<file path="config.mk">
export PLATFORM = sky130hd
export DESIGN_NAME = rbm_mapper
export DESIGN_NICKNAME = d
export VERILOG_FILES = /design/src/pkg/rbm_pkg.sv /design/src/hdl/rbm_mapper.sv
export VERILOG_INCLUDE_DIRS = /design/src /design/src/pkg
export SDC_FILE = /design/constraint.sdc
export NUM_CORES = 1
export LEC_CHECK = 0
export ABC_AREA = 0
export CORE_MARGIN = 3
export CORE_UTILIZATION = 45
export DETAILED_ROUTE_END_ITERATION = 8
export DONT_BUFFER_PORTS = 1
export PLACE_DENSITY_LB_ADDON = 0.15
export SLEW_MARGIN = 30
export SYNTH_ARGS = -nofsm -noshare
export SYNTH_HDL_FRONTEND = slang
export SYNTH_SLANG_ARGS = --single-unit
</file>
<file path="constraint.sdc">
create_clock -name clk_sys -period 4.65 [get_ports clk_sys]
set_input_delay 0.2325 -clock clk_sys [delete_from_list [all_inputs] [get_ports clk_sys]]
set_output_delay 0.2325 -clock clk_sys [all_outputs]
set_load 0.005 [all_outputs]
</file>
<file path="src/pkg/rbm_defines.svh">
// Constants of the ROM bank mapper: register addresses, fields, windows, reset values
`ifndef RBM_DEFINES_SVH
`define RBM_DEFINES_SVH

// ****************************************
// Register addresses
// ****************************************
`define RBM_ADDR_RAM_CTRL 16'hFFFC
`define RBM_ADDR_PAGE0 16'hFFFD
`define RBM_ADDR_PAGE1 16'hFFFE
`define RBM_ADDR_PAGE2 16'hFFFF

// ****************************************
// Fields of the frame 2 RAM control register
// ****************************************
`define RBM_CTRL_SHIFT_LSB 0
`define RBM_CTRL_SHIFT_MSB 1
`define RBM_CTRL_RAMBANK_BIT 2
`define RBM_CTRL_RAMSEL_BIT 3
`define RBM_CTRL_RAMWP_BIT 4
`define RBM_CTRL_DEVWP_BIT 7

// ****************************************
// Windows and fixed vector area
// ****************************************
`define RBM_WIN0 2'h0
`define RBM_WIN1 2'h1
`define RBM_WIN2 2'h2
`define RBM_WIN3 2'h3
`define RBM_VEC_LIMIT 16'h0400
`define RBM_BANK_BITS 5

// ****************************************
// Reset values
// ****************************************
`define RBM_RST_CTRL 8'h00
`define RBM_RST_PAGE0 8'h00
`define RBM_RST_PAGE1 8'h01
`define RBM_RST_PAGE2 8'h02

`endif

</file>
<file path="src/pkg/rbm_pkg.sv">
// Types of the ROM bank mapper
`default_nettype none
package rbm_pkg;

    // One processor access, valid for the cycle in which rd or wr is high
    typedef struct packed {
        logic [15:0] addr;
        logic [7:0] wdata;
        logic rd;
        logic wr;
    } rbm_cpu_req_t;

    // Strobes and addresses towards the memory chips
    typedef struct packed {
        logic [18:0] rom_addr;
        logic rom_rd;
        logic rom_wr;
        logic [14:0] ram_addr;
        logic ram_rd;
        logic ram_wr;
        logic [13:0] sys_addr;
        logic sys_rd;
        logic sys_wr;
        logic [7:0] wdata;
    } rbm_mem_t;

    // Register read answer
    typedef struct packed {
        logic valid;
        logic [7:0] data;
    } rbm_rd_t;

endpackage
`default_nettype wire

</file>
<file path="src/hdl/rbm_mapper.sv">
// ROM bank mapper: processor address decode, bank registers and memory strobes
`timescale 1ns/1ps
`default_nettype none
`include "rbm_defines.svh"

// How it works
// - The register at FRAME0_PAGE_SELECT holds the ROM page shown in window 0.
// - The register at FRAME1_PAGE_SELECT holds the ROM page shown in window 1 at 4000 to 7FFF.
// - The register at FRAME2_PAGE_SELECT holds the ROM page shown in window 2 at 8000 to BFFF in ROM mode.
// - Window 0 covers processor addresses 0000 up to just below 4000, each window 16 KB.
// - Bank n starts at ROM address n times 4000 in a 32-bank ROM.
// - Processor addresses 0000 to 03FF always reach the first 1024 bytes of ROM.
// - The physical bank is the written bank plus eight times the shift field, modulo 32.
// - In the FRAME2_RAM_CONTROL register bits 1:0 are the bank shift and bit 2 picks the RAM bank.
// - The ROM/RAM bit of FRAME2_RAM_CONTROL puts ROM (0) or external RAM (1) in window 2.
// - Bit 7 of FRAME2_RAM_CONTROL set makes the ROM board read only, clear allows writes.
module rbm_mapper (
    // Clock and reset
    input wire logic clk_sys,
    input wire logic rstn,
    // Processor side
    input wire rbm_pkg::rbm_cpu_req_t cpu_req,
    output rbm_pkg::rbm_rd_t reg_rd,
    // Memory side
    output rbm_pkg::rbm_mem_t mem
);

    // ****************************************
    // Control registers
    // ****************************************
    logic [7:0] ctrl_r;
    logic [7:0] page0_r;
    logic [7:0] page1_r;
    logic [7:0] page2_r;
    logic reg_hit;

    assign reg_hit = (cpu_req.addr >= `RBM_ADDR_RAM_CTRL);

    always_ff @(posedge clk_sys or negedge rstn) begin
        if (!rstn) begin
            ctrl_r <= `RBM_RST_CTRL;
        end else if (cpu_req.wr && cpu_req.addr == `RBM_ADDR_RAM_CTRL) begin
            ctrl_r <= cpu_req.wdata;
        end
    end

    always_ff @(posedge clk_sys or negedge rstn) begin
        if (!rstn) begin
            page0_r <= `RBM_RST_PAGE0;
            page1_r <= `RBM_RST_PAGE1;
            page2_r <= `RBM_RST_PAGE2;
        end else if (cpu_req.wr) begin
            if (cpu_req.addr == `RBM_ADDR_PAGE0) begin
                page0_r <= cpu_req.wdata;
            end
            if (cpu_req.addr == `RBM_ADDR_PAGE1) begin
                page1_r <= cpu_req.wdata;
            end
            if (cpu_req.addr == `RBM_ADDR_PAGE2) begin
                page2_r <= cpu_req.wdata;
            end
        end
    end

    // ****************************************
    // Register read back
    // ****************************************
    logic [7:0] rd_mux;

    always_comb begin
        unique case (cpu_req.addr[1:0])
            2'h0: rd_mux = ctrl_r;
            2'h1: rd_mux = page0_r;
            2'h2: rd_mux = page1_r;
            default: rd_mux = page2_r;
        endcase
    end

    always_ff @(posedge clk_sys or negedge rstn) begin
        if (!rstn) begin
            reg_rd <= '0;
        end else begin
            reg_rd.valid <= cpu_req.rd && reg_hit;
            reg_rd.data <= (cpu_req.rd && reg_hit) ? rd_mux : 8'h00;
        end
    end

    // ****************************************
    // Address decode
    // ****************************************
    logic [1:0] win;
    logic [1:0] shift;
    logic [4:0] bank_sel;
    logic [4:0] bank_phys;
    logic vec_area;
    logic win2_ram;
    logic any_req;

    assign win = cpu_req.addr[15:14];
    assign shift = ctrl_r[`RBM_CTRL_SHIFT_MSB:`RBM_CTRL_SHIFT_LSB];
    assign vec_area = (cpu_req.addr < `RBM_VEC_LIMIT);
    // ROM or RAM in window 2
    assign win2_ram = ctrl_r[`RBM_CTRL_RAMSEL_BIT];
    assign any_req = cpu_req.rd || cpu_req.wr;

    always_comb begin
        unique case (win)
            `RBM_WIN0: bank_sel = page0_r[`RBM_BANK_BITS-1:0];
            `RBM_WIN1: bank_sel = page1_r[`RBM_BANK_BITS-1:0];
            default: bank_sel = page2_r[`RBM_BANK_BITS-1:0];
        endcase
    end

    assign bank_phys = bank_sel + {shift, 3'h0};

    // ****************************************
    // Memory strobes
    // ****************************************
    always_ff @(posedge clk_sys or negedge rstn) begin
        if (!rstn) begin
            mem <= '0;
        end else begin
            mem.wdata <= cpu_req.wdata;
            mem.rom_rd <= 1'b0;
            mem.rom_wr <= 1'b0;
            mem.ram_rd <= 1'b0;
            mem.ram_wr <= 1'b0;
            mem.sys_rd <= 1'b0;
            mem.sys_wr <= 1'b0;
            if (any_req) begin
                if (win == `RBM_WIN3) begin
                    mem.sys_addr <= cpu_req.addr[13:0];
                    mem.sys_rd <= cpu_req.rd;
                    mem.sys_wr <= cpu_req.wr;
                end else if (win == `RBM_WIN2 && win2_ram) begin
                    mem.ram_addr <= {ctrl_r[`RBM_CTRL_RAMBANK_BIT], cpu_req.addr[13:0]};
                    mem.ram_rd <= cpu_req.rd;
                    mem.ram_wr <= cpu_req.wr && !ctrl_r[`RBM_CTRL_RAMWP_BIT];
                end else begin
                    // bank times 4000 or fixed low page
                    mem.rom_addr <= vec_area ? {5'h00, cpu_req.addr[13:0]}
                                             : {bank_phys, cpu_req.addr[13:0]};
                    mem.rom_rd <= cpu_req.rd;
                    mem.rom_wr <= cpu_req.wr && !ctrl_r[`RBM_CTRL_DEVWP_BIT];
                end
            end
        end
    end
endmodule
`default_nettype wire

</file>
## Yosys cells after proc, flatten, opt, wreduce, memory -nomap -nowiden

Index checks and enable logic that the tools add are counted.

- Mux-type cells: 9
- Add/subtract/negate cells: 1
- Order comparisons: 2
- Bitwise operators: 2
- Equality and inequality tests: 9
- Reduce and logical (&&, ||, !) cells: 16

Operator list:

| kind | number |
|---|---|
| equality test 16 bit, second input constant | 4 |
| 2-to-1 mux 19 bit | 2 |
| 2-to-1 mux 35 bit | 1 |
| one-hot mux 8 bit (3 select lines) | 1 |
| 2-to-1 mux 17 bit | 1 |
| >= comparator 16 bit, second input constant | 1 |
| < comparator 16 x 11 -> 1 bit, second input constant | 1 |
| 2-to-1 mux 16 bit | 1 |
| one-hot mux 5 bit (2 select lines) | 1 |
| 2-to-1 mux 8 bit | 1 |
| AND reduction 2 bit | 4 |
| equality test 2 bit, second input constant | 3 |
| AND reduction 3 bit | 2 |
| adder 5 bit | 1 |
| logical AND 1 bit | 5 |
| equality test 2 x 1 -> 1 bit, second input constant | 2 |
| zero test 2 bit | 2 |
| zero test 1 bit | 2 |
| 2-to-1 mux 2 bit | 1 |
| inverter 1 bit | 2 |
| logical OR 1 bit | 1 |

- Word-level logic and storage cells: 55
- Output and inout port bits: 71
- Bits in registers: 103
- Bits of input ports: 28

## Depth between registers and ports, before layout

Gate-level depths: netlist of run 1.

- Depth in word-level cells: 5
- Depth in mapped cells: 7
- Depth with buffers taken out: 6

## Worst setup path after synthesis of run 1

Ideal clock, no wire load.

- Kind: in2reg
- From: in cpu_req[24] (netlist name)
- To: reg ctrl_r[0]
- Setup time: 125 ps
- Arrival time: 1564 ps
- Stages on the path: 5
- Slack: 2961 ps
- Data required time: 4525 ps
- Path buffers: 1
- Path through: buf_4 and3_1 nor4b_4 nor3b_4 mux2_2

- Word-level cells in the longest chain between the ends: 2

RTL lines:

| element | RTL line | source |
|---|---|---|
| start: declaration | rbm_mapper.sv:22 | `input wire rbm_pkg::rbm_cpu_req_t cpu_req,` |
| equality test 16 bit (no source line) | n/a |  |
| logical AND 1 bit (no source line) | n/a |  |
| end signal: assignment | rbm_mapper.sv:41 | `` ctrl_r <= `RBM_RST_CTRL; `` |
| end signal: assignment | rbm_mapper.sv:43 | `ctrl_r <= cpu_req.wdata;` |
| end: declaration | rbm_mapper.sv:31 | `logic [7:0] ctrl_r;` |

No other way between the ends.
A chain may end at the register's enable or synchronous reset.

## Worst setup path in the final report of run 1

- From: reg ctrl_r[3]
- To: reg mem[26] (netlist name)

- Word-level cells in the longest chain between the ends: 2

RTL lines:

| element | RTL line | source |
|---|---|---|
| logical AND 1 bit | rbm_mapper.sv:135 | `` end else if (win == `RBM_WIN2 && win2_ram) begin `` |
| AND reduction 3 bit (no source line) | n/a |  |
| end: declaration | rbm_mapper.sv:25 | `output rbm_pkg::rbm_mem_t mem` |

No other way between the ends.

==> key figures, run 1 <==
Status
  • Status: completed

Power
  • Internal Power: 1.25 mW
  • Clk pwr share: about 34%
  • Combinational Power Share: 5.6%
  • Part of the power in registers: between 60% and 70%
  • Switching Fraction: 22.6%
  • P_leak: 2.12 nW
  • Sw Pwr: 0.366 mW
  • Pwr/cell area: 356 nW/um^2
  • Total power: 1.62 mW
  • Max VDD drop: 0.133 mV

Synthesis
  • Share of the synthesized area in the top cell type: 62.3%
  • Synth async-reset ratio: 100%
  • Number of flops mapped to enable cells by yosys: 0
  • Post-synthesis net count: 290
  • Syn. warnings: 0
  • Leading area contributor after synthesis: dfrtp_1
  • Post-synthesis cell area: between 4000 and 5000 sq um
  • Mapped Cells: roughly 260
  • Yosys cell types: 30
  • Syn Area/Cell: 15.6 sq um
  • Area contributors post-synth: dfrtp_1 62%, mux2_2 21%, mux4_2 4.4%, dfstp_2 1.3%, mux2i_1 1.2%
  • Synth Register Bits: 103
  • Synth Flop Type: dfrtp_1
  • Sequential-to-total area share from yosys stat: 63.6%

Critical path
  • CP Capture Type: flop
  • Critical path buffer and inverter count: 1
  • Crit path DAT: 1.95 ns
  • Critical path's top delay family: simple AND/OR/NAND/NOR gates
  • CP startpoint kind: flop
  • CP max stage cell: dfrtp_1
  • Worst path max stage delay: ~0.40 ns
  • Crit-path max FO: 11
  • Worst EP required: approximately 4.9 ns
  • Worst-path cell chain: nand3b_1 -> nor2_1 -> buf_4 -> mux2_2
  • Critical path class: flop to flop

Global route
  • Largest net degree at the start of global routing: 104
  • Vias in the first global route: 2311
  • GRT Overall Usage: 17.3%
  • Overflow after GRT: 0
  • Initial antenna violation count: 0
  • Global-route wire length before repair: roughly 13000 um

Place
  • IO buf count: 0
  • Final GP Congestion: 0.719
  • Detailed placement HPWL: 5760 um

Route
  • Detailed-route DRC error count: 0
  • DRT iter0 DRCs: roughly 50
  • Drt first pass iters: 4
  • Via Count: around 2.2k
  • Post-Route WL: 8390 um
  • Drt via density: 5.66
  • ANT nets after route: 0
  • Wire length per cell: 21.4 um

Clocking
  • CTS buffer count: 9
  • CTS tree: built
  • PostCTS Resize Cnt: 0
  • CTS root buf: clkbuf_8
  • Worst-skew pair later-pin latency: 0.36 ns
  • CTS max path bufs: 2
  • CTS HTree Levels: 3
  • CTS sink cnt: approximately 100
  • Post-CTS repair timing setup buffer count: 0
  • Worst-path clk slew: 0.10 ns

Floorplanning
  • I/O pins: 99
  • Initial Util: 46.5%
  • Die area: 10200 sq um
  • Die width: 101 um
  • Die height: just over 100 um
  • Row cnt: 34
  • Core area: 8720 sq um

STA
  • Final setup fails: 0
  • Slew HR: a little over three fifths
  • Slew Limit Fails: 0
  • Fmax achieved: about 0.58 GHz
  • Final Hold Viols: 0
  • Least-Margin Pin Slew: 0.562 ns
  • RSZ-0062 raised after global routing: no
  • Clock Skew: 0.00815 ns
  • Final period util: between 30% and 40%
  • Setup TNS: 0 ns
  • Fin crit period: 1.71 ns

Final layout
  • Area occupied by multi-input gates: between 1000 and 1500 sq um
  • Area grow syn2layout: 11.8%
  • Final #Nets: between 300 and 400
  • Fill count: 743
  • Register area: between 2000 and 3000 sq um
  • Share of cells above drive strength 1: 37.7%
  • Antenna Cells: 0
  • Final Util: between 50% and 60%

Min path
  • Hold Path Class: input pin to flop

Flow run
  • Max Cap Viol: 0
## sequential cells by signal (all words and copies together) (netlist names)
register	count
page0_r	8
ctrl_r	8
reg_rd	9
mem	62
page2_r	8
page1_r	8
## repair_timing
action | CTS | global route
endpoints found under the hold margin | 112 | 5
endpoints found under the setup margin | 0 | 0
hold buffers | 11 | 4
## cell type report
| type | instances | area share [%] |
|---|---|---|
| Inverter | 4 | 0.331 |
| Clock buffer | 11 | 3.12 |
| Sequential cell | 103 | 56.9 |
| Timing Repair Buffer | 18 | 4.19 |
| Clock inverter | 5 | 1.27 |
| Multi-Input combinational cell | 143 | 31.3 |
| Tap cell | 108 | 2.98 |
## layer usage
layer | global-route usage (%) | vias to the layer above | routed length (um)
met5 | 0 | - | 0
met4 | 6.44 | 0 | 109
met3 | 4.78 | 10 | 621
met2 | 26.0 | 72 | 3930
met1 | 24.0 | 1164 | 3730
li1 | - | 971 | -
## metrics by stage
| stage | worst slack [ns] | hold WS, ns | std cells | cell area (sq um) |
|---|---|---|---|---|
| detailed placement | 2.70 | -0.0613 | 361 | 4170 |
| finish | 2.94 | 0.0188 | 392 | 4540 |
| CTS | 2.92 | 0.000195 | 388 | 4500 |
| global placement | 2.71 | -0.0611 | 361 | 4170 |
| global route | 2.75 | 0.000987 | 392 | 4540 |
| floorplan | 2.96 | -0.0631 | 261 | 4060 |
## final timing paths
| kind | from | endpoint | cells after the start | slack (ns) |
|---|---|---|---|---|
| max in group asynchronous | rstn | ctrl_r[7]$_DFFE_PN0P_ | 2 | 3.77 |
| max | ctrl_r[3]$_DFFE_PN0P_ | mem[26]$_DFFE_PN0P_ | 4 | 2.94 |
| min reg2reg | page2_r[6]$_DFFE_PN0P_ | page2_r[6]$_DFFE_PN0P_ | 1 | 0.51 |
| min | cpu_req[19] | mem[35]$_DFFE_PN0P_ | 1 | 0.02 |
| min in group asynchronous | rstn | mem[36]$_DFFE_PN0P_ | 2 | 0.46 |
| max reg2reg | ctrl_r[3]$_DFFE_PN0P_ | mem[26]$_DFFE_PN0P_ | 4 | 2.94 |
## cell usage after synthesis (2+ instances only)
library cell	number
nor2_1	8
dfrtp_1	101
nand2_1	7
dfstp_2	2
buf_2	3
inv_1	4
nand3b_1	3
mux2i_1	5
nand3_1	2
mux2_2	75
o21ai_0	9
clkbuf_1	5
nor2b_1	8
a21oi_1	3
buf_1	2
nand4_1	3
mux4_2	8
## worst reg2reg max path, delay by kind of cell (launching register included)
family                 cells  cell delay [ns]
buffers and inverters      1             0.30
AND/OR/NAND/NOR            2             0.54
multiplexers               1             0.36
flip-flops                 1             0.40
## cell usage in the layout (no fill, tap or decap), types with 2 or more instances in the layout
master         synthesis  layout
a21oi_1                3       3
inv_1                  4       4
buf_4                  1       3
clkbuf_8               0      10
nor2_1                 8       8
nand3b_1               3       3
nand4_1                3       3
mux4_2                 8       8
nor2b_1                8       8
dfrtp_1              101     101
mux2_2                75      75
nand3_1                2       2
clkinvlp_4             0       3
o21ai_0                9       8
mux2i_1                5       5
nand2_1                7       7
dfstp_2                2       2
dlygate4sd3_1          0      14
## kinds of logic (layout without fill, tap and decap cells)
group / after synthesis / after routing / share of synthesized area [%]
compound gates: 13 / 13 / 1.66
simple gates: 39 / 39 / 5.98
fa+ha+maj: 1 / 1 / 0.308
flops: 103 / 103 / 63.6
buf+inv: 15 / 38 / 1.57
xor+xnor: 2 / 2 / 0.432
mux: 88 / 88 / 26.5
## power groups by stage
stage | sequential (mW) | combinational [mW] | clock (mW)
2_1_floorplan | 0.978 | 0.0607 | 0
3_3_place_gp | 0.989 | 0.0610 | 0
3_5_place_dp | 0.990 | 0.0632 | 0
4_1_cts | 0.973 | 0.0909 | 0.574
5_1_grt | 0.976 | 0.101 | 0.610
6_report | 0.971 | 0.0910 | 0.555
Power figures use the tool's default switching activity.
==> run 2: changes to the inputs <==
--- a/config.mk
+++ b/config.mk
@@ -6,7 +6,7 @@
 export SDC_FILE = /design/constraint.sdc
 export NUM_CORES = 1
 export LEC_CHECK = 0
-export ABC_AREA = 0
+export ABC_AREA = 1
 export CORE_MARGIN = 3
 export CORE_UTILIZATION = 45
 export DETAILED_ROUTE_END_ITERATION = 8
==> constraint.sdc (replaced) <==
create_clock -name clk_sys -period 1.67 [get_ports clk_sys]
set_input_delay 0.0835 -clock clk_sys [delete_from_list [all_inputs] [get_ports clk_sys]]
set_output_delay 0.0835 -clock clk_sys [all_outputs]
set_load 0.005 [all_outputs]
==> key figures, run 2 <==
Global route
  • Largest net degree at the start of global routing: 104 (unchanged)
  • Vias in the first global route: 3256 (+41%)
  • Overflow after GRT: 0 (unchanged)
  • Global-route wire length before repair: 16600 um (+26%)
  • Initial antenna violation count: 0 (unchanged)
  • GRT Overall Usage: 20.7% (+3.5 points)

Synthesis
  • Area contributors post-synth: dfrtp_1 59%, nand2_1 15%, o21ai_0 5.5%, nand3_1 4.6%, inv_1 2.6%
  • Post-synthesis compound-gate area fraction: 8.05% (+6.4 points)
  • Sequential-to-total area share from yosys stat: 60.6% (-3.0 points)
  • Post-synthesis cell area: 4260 sq um (+4.9%)
  • Synth async-reset ratio: 100% (unchanged)
  • Mapped Cells: 470 (+80%)
  • Share of the synthesized area in the top cell type: 59.3% (-2.9 points)
  • Commonest cells in the netlist: 165 x nand2_1, 101 x dfrtp_1, 47 x o21ai_0, 39 x nand3_1
  • Synth Flop Type: dfrtp_1
  • XOR/XNOR share of the synthesized area: 0% (-0.43 points)
  • Synth Register Bits: 103 (unchanged)
  • Post-Synth Adder-Cell Area: 0.294% (-0.014 points)
  • Yosys cell types: 27 (-10%)
  • Mux contribution to synthesized area: 0% (-26 points)
  • Leading area contributor after synthesis: dfrtp_1
  • Syn. warnings: 0 (unchanged)
  • Synth Area in Simple Gates: 26.3% (+20 points)
  • Most frequent cell after synthesis: nand2_1
  • Number of flops mapped to enable cells by yosys: 0 (unchanged)
  • Syn Area/Cell: 9.06 sq um (-42%)
  • Post-synthesis net count: 499 (+72%)
  • Largest family of logic cells by synthesized area: simple AND/OR/NAND/NOR gates

STA
  • Least-Margin Pin Slew: 0.602 ns (+0.0408 ns)
  • Fin crit period: 1.48 ns
  • Fmax achieved: 0.675 GHz
  • Final setup fails: 0 (unchanged)
  • RSZ-0062 raised after global routing: no
  • Final period util: 88.7%
  • Final Hold Viols: 103 (+103)
  • Slew Limit Fails: 0 (unchanged)
  • Clock Skew: 0.00910 ns (+0.000955 ns)
  • Setup TNS: 0 ns (unchanged)
  • Slew HR: 59.7% (-2.8 points)
  • Final hold slack: -0.612 ns (-0.631 ns)

Clocking
  • CTS buffer count: 9 (unchanged)
  • CTS max path bufs: 2 (unchanged)
  • Worst-path clk slew: 0.10 ns (about the same)
  • CTS sink cnt: 103 (unchanged)
  • PostCTS Resize Cnt: 0 (unchanged)
  • Worst-skew pair later-pin latency: 0.38 ns (+0.02 ns)
  • CTS root buf: clkbuf_8
  • CTS HTree Levels: 3 (unchanged)
  • CTS Hold Bufs: 29 (+18)
  • CTS tree: built

Route
  • Via Count: 3206 (+45%)
  • Detailed-route DRC error count: 0 (unchanged)
  • Drt first pass iters: 5 (+1)
  • Drt via density: 5.07 (-10%)
  • Post-Route WL: 10300 um (+23%)
  • Wire length per cell: 16.3 um (-24%)
  • ANT nets after route: 0 (unchanged)
  • DRT iter0 DRCs: 146 (+190%)

Final layout
  • Number of flip-flops in the largest register: 62 (unchanged)
  • Final #Nets: 530 (+72%)
  • Antenna Cells: 0 (unchanged)
  • Biggest regs: mem: 62 flops, reg_rd: 9 flops
  • Most flops, register: mem
  • Share of cells above drive strength 1: 8.10% (-30 points)
  • Post-route cell area: 4860 sq um (+7.0%)
  • Commonest non-fill, non-tap cell in the layout: nand2_1
  • Most frequent cells in the layout: 165 x nand2_1, 101 x dfrtp_1, 47 x o21ai_0
  • Final Util: 54.1% (+2.1 points)
  • Area grow syn2layout: 14.0%

Critical path
  • Worst path max stage delay: 0.64 ns (+0.24 ns)
  • Cell mode on critical path: nand2_1
  • R2R setup slack: 0.26 ns (-2.68 ns)
  • CP startpoint kind: input pin
  • Critical path buffer and inverter count: 3 (+2)
  • Worst-path cell chain: dlygate4sd3_1 -> inv_1 -> nand2_1 -> nor2_1 -> nand2_1 -> nor2_4 -> buf_4 -> nand3_1 -> nand2_1
  • Crit path to: page0_r[0]$_DFFE_PN0P_
  • RR Endpoint: mem[41]$_DFF_PN0_
  • Critical Path Start: cpu_req[11]
  • CP max stage cell: dlygate4sd3_1
  • Worst EP required: 1.98 ns (-2.91 ns)
  • RR Startpoint: ctrl_r[3]$_DFFE_PN0P_
  • Worst path depth: 9 (+5)
  • R2r worst-path depth: 4 (unchanged)
  • Crit-path max FO: 9 (-2)
  • Critical path's top delay family: buffers and inverters
  • Crit path DAT: 1.79 ns (-0.16 ns)
  • CP Capture Type: flop
  • Critical path class: input pin to flop

Floorplanning
  • Initial Util: 47.4% (+0.91 points)
  • Die height: 103 um (+2.3%)
  • Row cnt: 34 (unchanged)
  • I/O pins: 99 (unchanged)
  • Die area: 10700 sq um (+4.6%)
  • Die width: 103 um (+2.3%)
  • Core area: 8980 sq um (+2.9%)

Place
  • Final GP Congestion: 0.802 (+12%)
  • Detailed placement HPWL: 6980 um (+21%)
  • IO buf count: 0 (unchanged)
  • Dpl cell area: 4360 sq um (+4.5%)

Power
  • Max VDD drop: 0.357 mV (+170%)
  • P_leak: 2.43 nW (+14%)
  • Total power: 4.47 mW (+180%)
  • Pwr/cell area: 921 nW/um^2 (+160%)

Status
  • Failing checks: hold timing
  • Status: complete, but fails checks

Flow run
  • Max Cap Viol: 0 (unchanged)

Min path
  • Hold Path Class: input pin to async pin
[run 2: cells by family (layout without fill, tap and decap cells)]
family / Yosys count / after routing
compound gates: 65 / 65
flops: 103 / 103
simple gates: 255 / 255
buf+inv: 46 / 82
fa+ha+maj: 1 / 1
[run 2: report_power, final]
part	switching (mW)	internal (mW)
clock	0.856	0.591
combinational	0.186	0.125
sequential	0.0972	2.61
total	1.14	3.33
[run 2: worst min-delay path by stage]
stage          from                     to  slack [ns]
5_1_grt        rstn    mem[48]$_DFFE_PN0P_       -0.64
2_1_floorplan  rstn  ctrl_r[0]$_DFFE_PN0P_       -0.21
4_1_cts        rstn    mem[15]$_DFFE_PN0P_       -0.62
3_3_place_gp   rstn    mem[15]$_DFFE_PN0P_       -0.21
6_report       rstn    mem[48]$_DFFE_PN0P_       -0.61
3_5_place_dp   rstn    mem[15]$_DFFE_PN0P_       -0.21
[run 2: per-stage QoR]
step	hold WS (ns)	std cells	setup WS [ns]
6_report	-0.612	632	0.189
4_1_cts	-0.623	630	0.139
5_1_grt	-0.637	632	0.0153
3_5_place_dp	-0.210	585	0.357
2_1_floorplan	-0.212	470	0.422
3_3_place_gp	-0.210	585	0.365
[run 2: layout make-up]
class,instances,area (sq um)
fill,853,4120
tap,126,158
clock buffer,10,138
sequential,103,2580
multi-input combinational,321,1480
timing repair buffer,35,345
clock inverter,6,43.8
inverter,31,116
[run 2: routing by layer]
metal	track usage, %	vias to the layer above	wire length, um
met5	0	-	0
met4	8.96	0	263
met3	4.56	18	693
met2	33.9	105	4960
met1	26.6	1513	4400
li1	-	1570	-
[run 2: what timing repair did]
action	in CTS	in global routing
buffers inserted	0	2
endpoints found under the setup margin	0	8
hold endpoints to repair	201	103
==> run 3: changes to the inputs <==
--- a/config.mk
+++ b/config.mk
@@ -7,10 +7,10 @@
 export NUM_CORES = 1
 export LEC_CHECK = 0
 export ABC_AREA = 1
+export BUFFER_PORTS_ARGS = -buffer_cell sky130_fd_sc_hd__buf_2
 export CORE_MARGIN = 3
-export CORE_UTILIZATION = 45
+export CORE_UTILIZATION = 53
 export DETAILED_ROUTE_END_ITERATION = 8
-export DONT_BUFFER_PORTS = 1
 export PLACE_DENSITY_LB_ADDON = 0.15
 export SLEW_MARGIN = 30
 export SYNTH_ARGS = -nofsm -noshare
==> key figures, run 3 (synthesis results as in run 2) <==
Clocking
  • CTS buffer count: 9 (unchanged)
  • Worst-path clk slew: 0.09 ns (about the same)
  • CTS HTree Levels: 3 (unchanged)
  • CTS max path bufs: 2 (unchanged)
  • Worst-skew pair later-pin latency: 0.37 ns (about the same)
  • CTS root buf: clkbuf_8
  • PostCTS Resize Cnt: 0 (unchanged)
  • CTS tree: built
  • CTS sink cnt: 103 (unchanged)

Critical path
  • Worst EP required: 1.93 ns (-0.05 ns)
  • Crit-path max FO: 9 (unchanged)
  • CP startpoint kind: input pin
  • CP Capture Type: flop
  • CP max stage cell: dlygate4sd3_1
  • Crit path DAT: 1.69 ns (-0.10 ns)
  • Worst path max stage delay: 0.52 ns (-0.12 ns)
  • Cell mode on critical path: nand2_1
  • Critical path class: input pin to flop
  • Worst-path cell chain: dlygate4sd3_1 -> buf_2 -> nand2_1 -> nor2_1 -> nand2_1 -> nor2_4 -> nand2_4 -> nand2_1 -> nand2_1

STA
  • Fmax achieved: 0.700 GHz (+3.7%)
  • Slew Limit Fails: 0 (unchanged)
  • Final setup fails: 0 (unchanged)
  • Clock Skew: 0.00820 ns (-0.000904 ns)
  • Final Hold Viols: 0 (-100%)
  • Setup TNS: 0 ns (unchanged)
  • Slew HR: 62.8% (+3.1 points)
  • Least-Margin Pin Slew: 0.555 ns (-0.0470 ns)
  • RSZ-0062 raised after global routing: no
  • Fin crit period: 1.43 ns (-0.0525 ns)
  • Final period util: 85.5% (-3.1 points)

Global route
  • Global-route wire length before repair: 16300 um (-1.5%)
  • GRT Overall Usage: 23.5% (+2.8 points)
  • Largest net degree at the start of global routing: 46 (-56%)
  • Vias in the first global route: 3446 (+5.8%)
  • Overflow after GRT: 0 (unchanged)
  • Initial antenna violation count: 0 (unchanged)

Final layout
  • Biggest regs: mem: 62 flops, reg_rd: 9 flops
  • Commonest non-fill, non-tap cell in the layout: nand2_1
  • Fin cells: 692 (+9.5%)
  • Most flops, register: mem
  • Number of flip-flops in the largest register: 62 (unchanged)
  • Share of cells above drive strength 1: 23.6% (+15 points)
  • Fill count: 677 (-21%)
  • Final #Nets: 614 (+16%)
  • Antenna Cells: 0 (unchanged)
  • Most frequent cells in the layout: 165 x nand2_1, 101 x dfrtp_1, 97 x buf_2
  • Area grow syn2layout: 22.2%

Power
  • Combinational Power Share: 11.1% (+4.1 points)
  • Switching Fraction: 25.1% (-0.43 points)
  • Part of the power in registers: 56.3% (-4.4 points)
  • Sw Pwr: 1.19 mW (+4.5%)
  • Clk pwr share: 32.6% (+0.2 points)
  • Pwr/cell area: 912 nW/um^2 (-0.89%)
  • P_leak: 2.84 nW (+17%)
  • Total power: 4.75 mW (+6.3%)
  • Max VDD drop: 0.449 mV (+26%)
  • Internal Power: 3.56 mW (+6.9%)

Place
  • IO buf count: 98 (+98)
  • Final GP Congestion: 0.940 (+17%)
  • Placed Cells incl. Taps: 663 (+13%)
  • Detailed placement HPWL: 7350 um (+5.3%)

Flow run
  • Max Cap Viol: 0 (unchanged)

Floorplanning
  • Die height: 95.6 um (-7.4%)
  • Die width: 95.6 um (-7.4%)
  • I/O pins: 99 (unchanged)
  • Initial Util: 54.8% (+7.4 points)
  • Die area: 9150 sq um (-14%)
  • Row cnt: 32 (-5.9%)
  • Core area: 7770 sq um (-13%)

Route
  • Drt via density: 5.20 (+2.6%)
  • Drt first pass iters: 4 (-1)
  • Wire length per cell: 14.7 um (-10%)
  • Via Count: 3601 (+12%)
  • ANT nets after route: 0 (unchanged)
  • Detailed-route DRC error count: 0 (unchanged)
  • DRT iter0 DRCs: 184 (+26%)
  • Post-Route WL: 10200 um (-1.6%)

Status
  • Status: completed

Min path
  • Hold Path Class: input pin to flop
[run 3: cell types whose count changed in the layout (fill, tap and decap cells not counted)]
cell	change
inv_6	-2
clkinvlp_4	-1
clkbuf_1	+1
buf_2	+97
buf_12	+1
clkinv_4	+1
dlygate4sd3_1	-15
buf_4	+1
bufinv_16	+1
[run 3: worst paths after layout]
kind	from	to	slack, ns	depth (start not counted)
max	cpu_req[14]	page1_r[5]$_DFFE_PN0P_	0.24	9
min	cpu_req[15]	mem[48]$_DFFE_PN0P_	0.02	3
max reg2reg	page2_r[3]$_DFFE_PN0P_	mem[61]$_DFFE_PN0P_	0.30	9
min reg2reg	page2_r[1]$_DFFE_PN1P_	page2_r[1]$_DFFE_PN1P_	0.47	2
max in group asynchronous	rstn	page1_r[0]$_DFFE_PN1P_	0.97	3
min in group asynchronous	rstn	mem[14]$_DFFE_PN0P_	0.13	2
[run 3: timing repair]
| item | CTS | global route |
|---|---|---|
| endpoints found under the hold margin | 123 | 0 |
| endpoints found under the setup margin | 0 | 0 |
| hold buffers | 13 | 0 |
| setup buffers | 0 | 0 |
[run 3: per-stage QoR]
step / setup WS [ns] / instance area (sq um) / hold WS [ns] / utilization, %
2_1_floorplan: 0.422 / 4260 / -0.212 / -
3_3_place_gp: 0.255 / 4880 / -0.0218 / 62.8
3_5_place_dp: 0.228 / 4880 / -0.0185 / 62.8
4_1_cts: 0.256 / 5210 / 0.00724 / 67.0
5_1_grt: 0.109 / 5210 / 0.0271 / 67.0
6_report: 0.242 / 5210 / 0.0212 / 67.0
[run 3: cell type report]
type / instances / area [sq um] / share of cell area [%]
clock buffers: 11 / 141 / 2.72
clock inverters: 5 / 57.6 / 1.11
inverters: 31 / 116 / 2.24
multi-input cells: 321 / 1480 / 28.3
flip-flops and latches: 103 / 2580 / 49.6
well taps: 102 / 128 / 2.45
repair buffers: 119 / 708 / 13.6
[run 3: routing by layer]
metal	global-route usage [%]	share of wire [%]	vias to the layer above
met4	11.3	2.8	0
met5	0	0	-
met1	30.7	43	1704
li1	-	-	1738
met3	3.55	6.6	24
met2	38.6	48	135
[run 3: critical path: cells and delay by family]
kind                   cells  cell delay [ns]
AND/OR/NAND/NOR            7             0.98
buffers and inverters      2             0.63
[run 3: power groups by stage]
stage / Clock [mW] / Combinational (mW) / Sequential (mW)
after floorplan: 0 / 0.201 / 2.73
after CTS: 1.59 / 0.536 / 2.67
after detailed placement: 0 / 0.512 / 2.72
after global placement: 0 / 0.502 / 2.72
after global routing: 1.68 / 0.604 / 2.69
final: 1.55 / 0.528 / 2.67
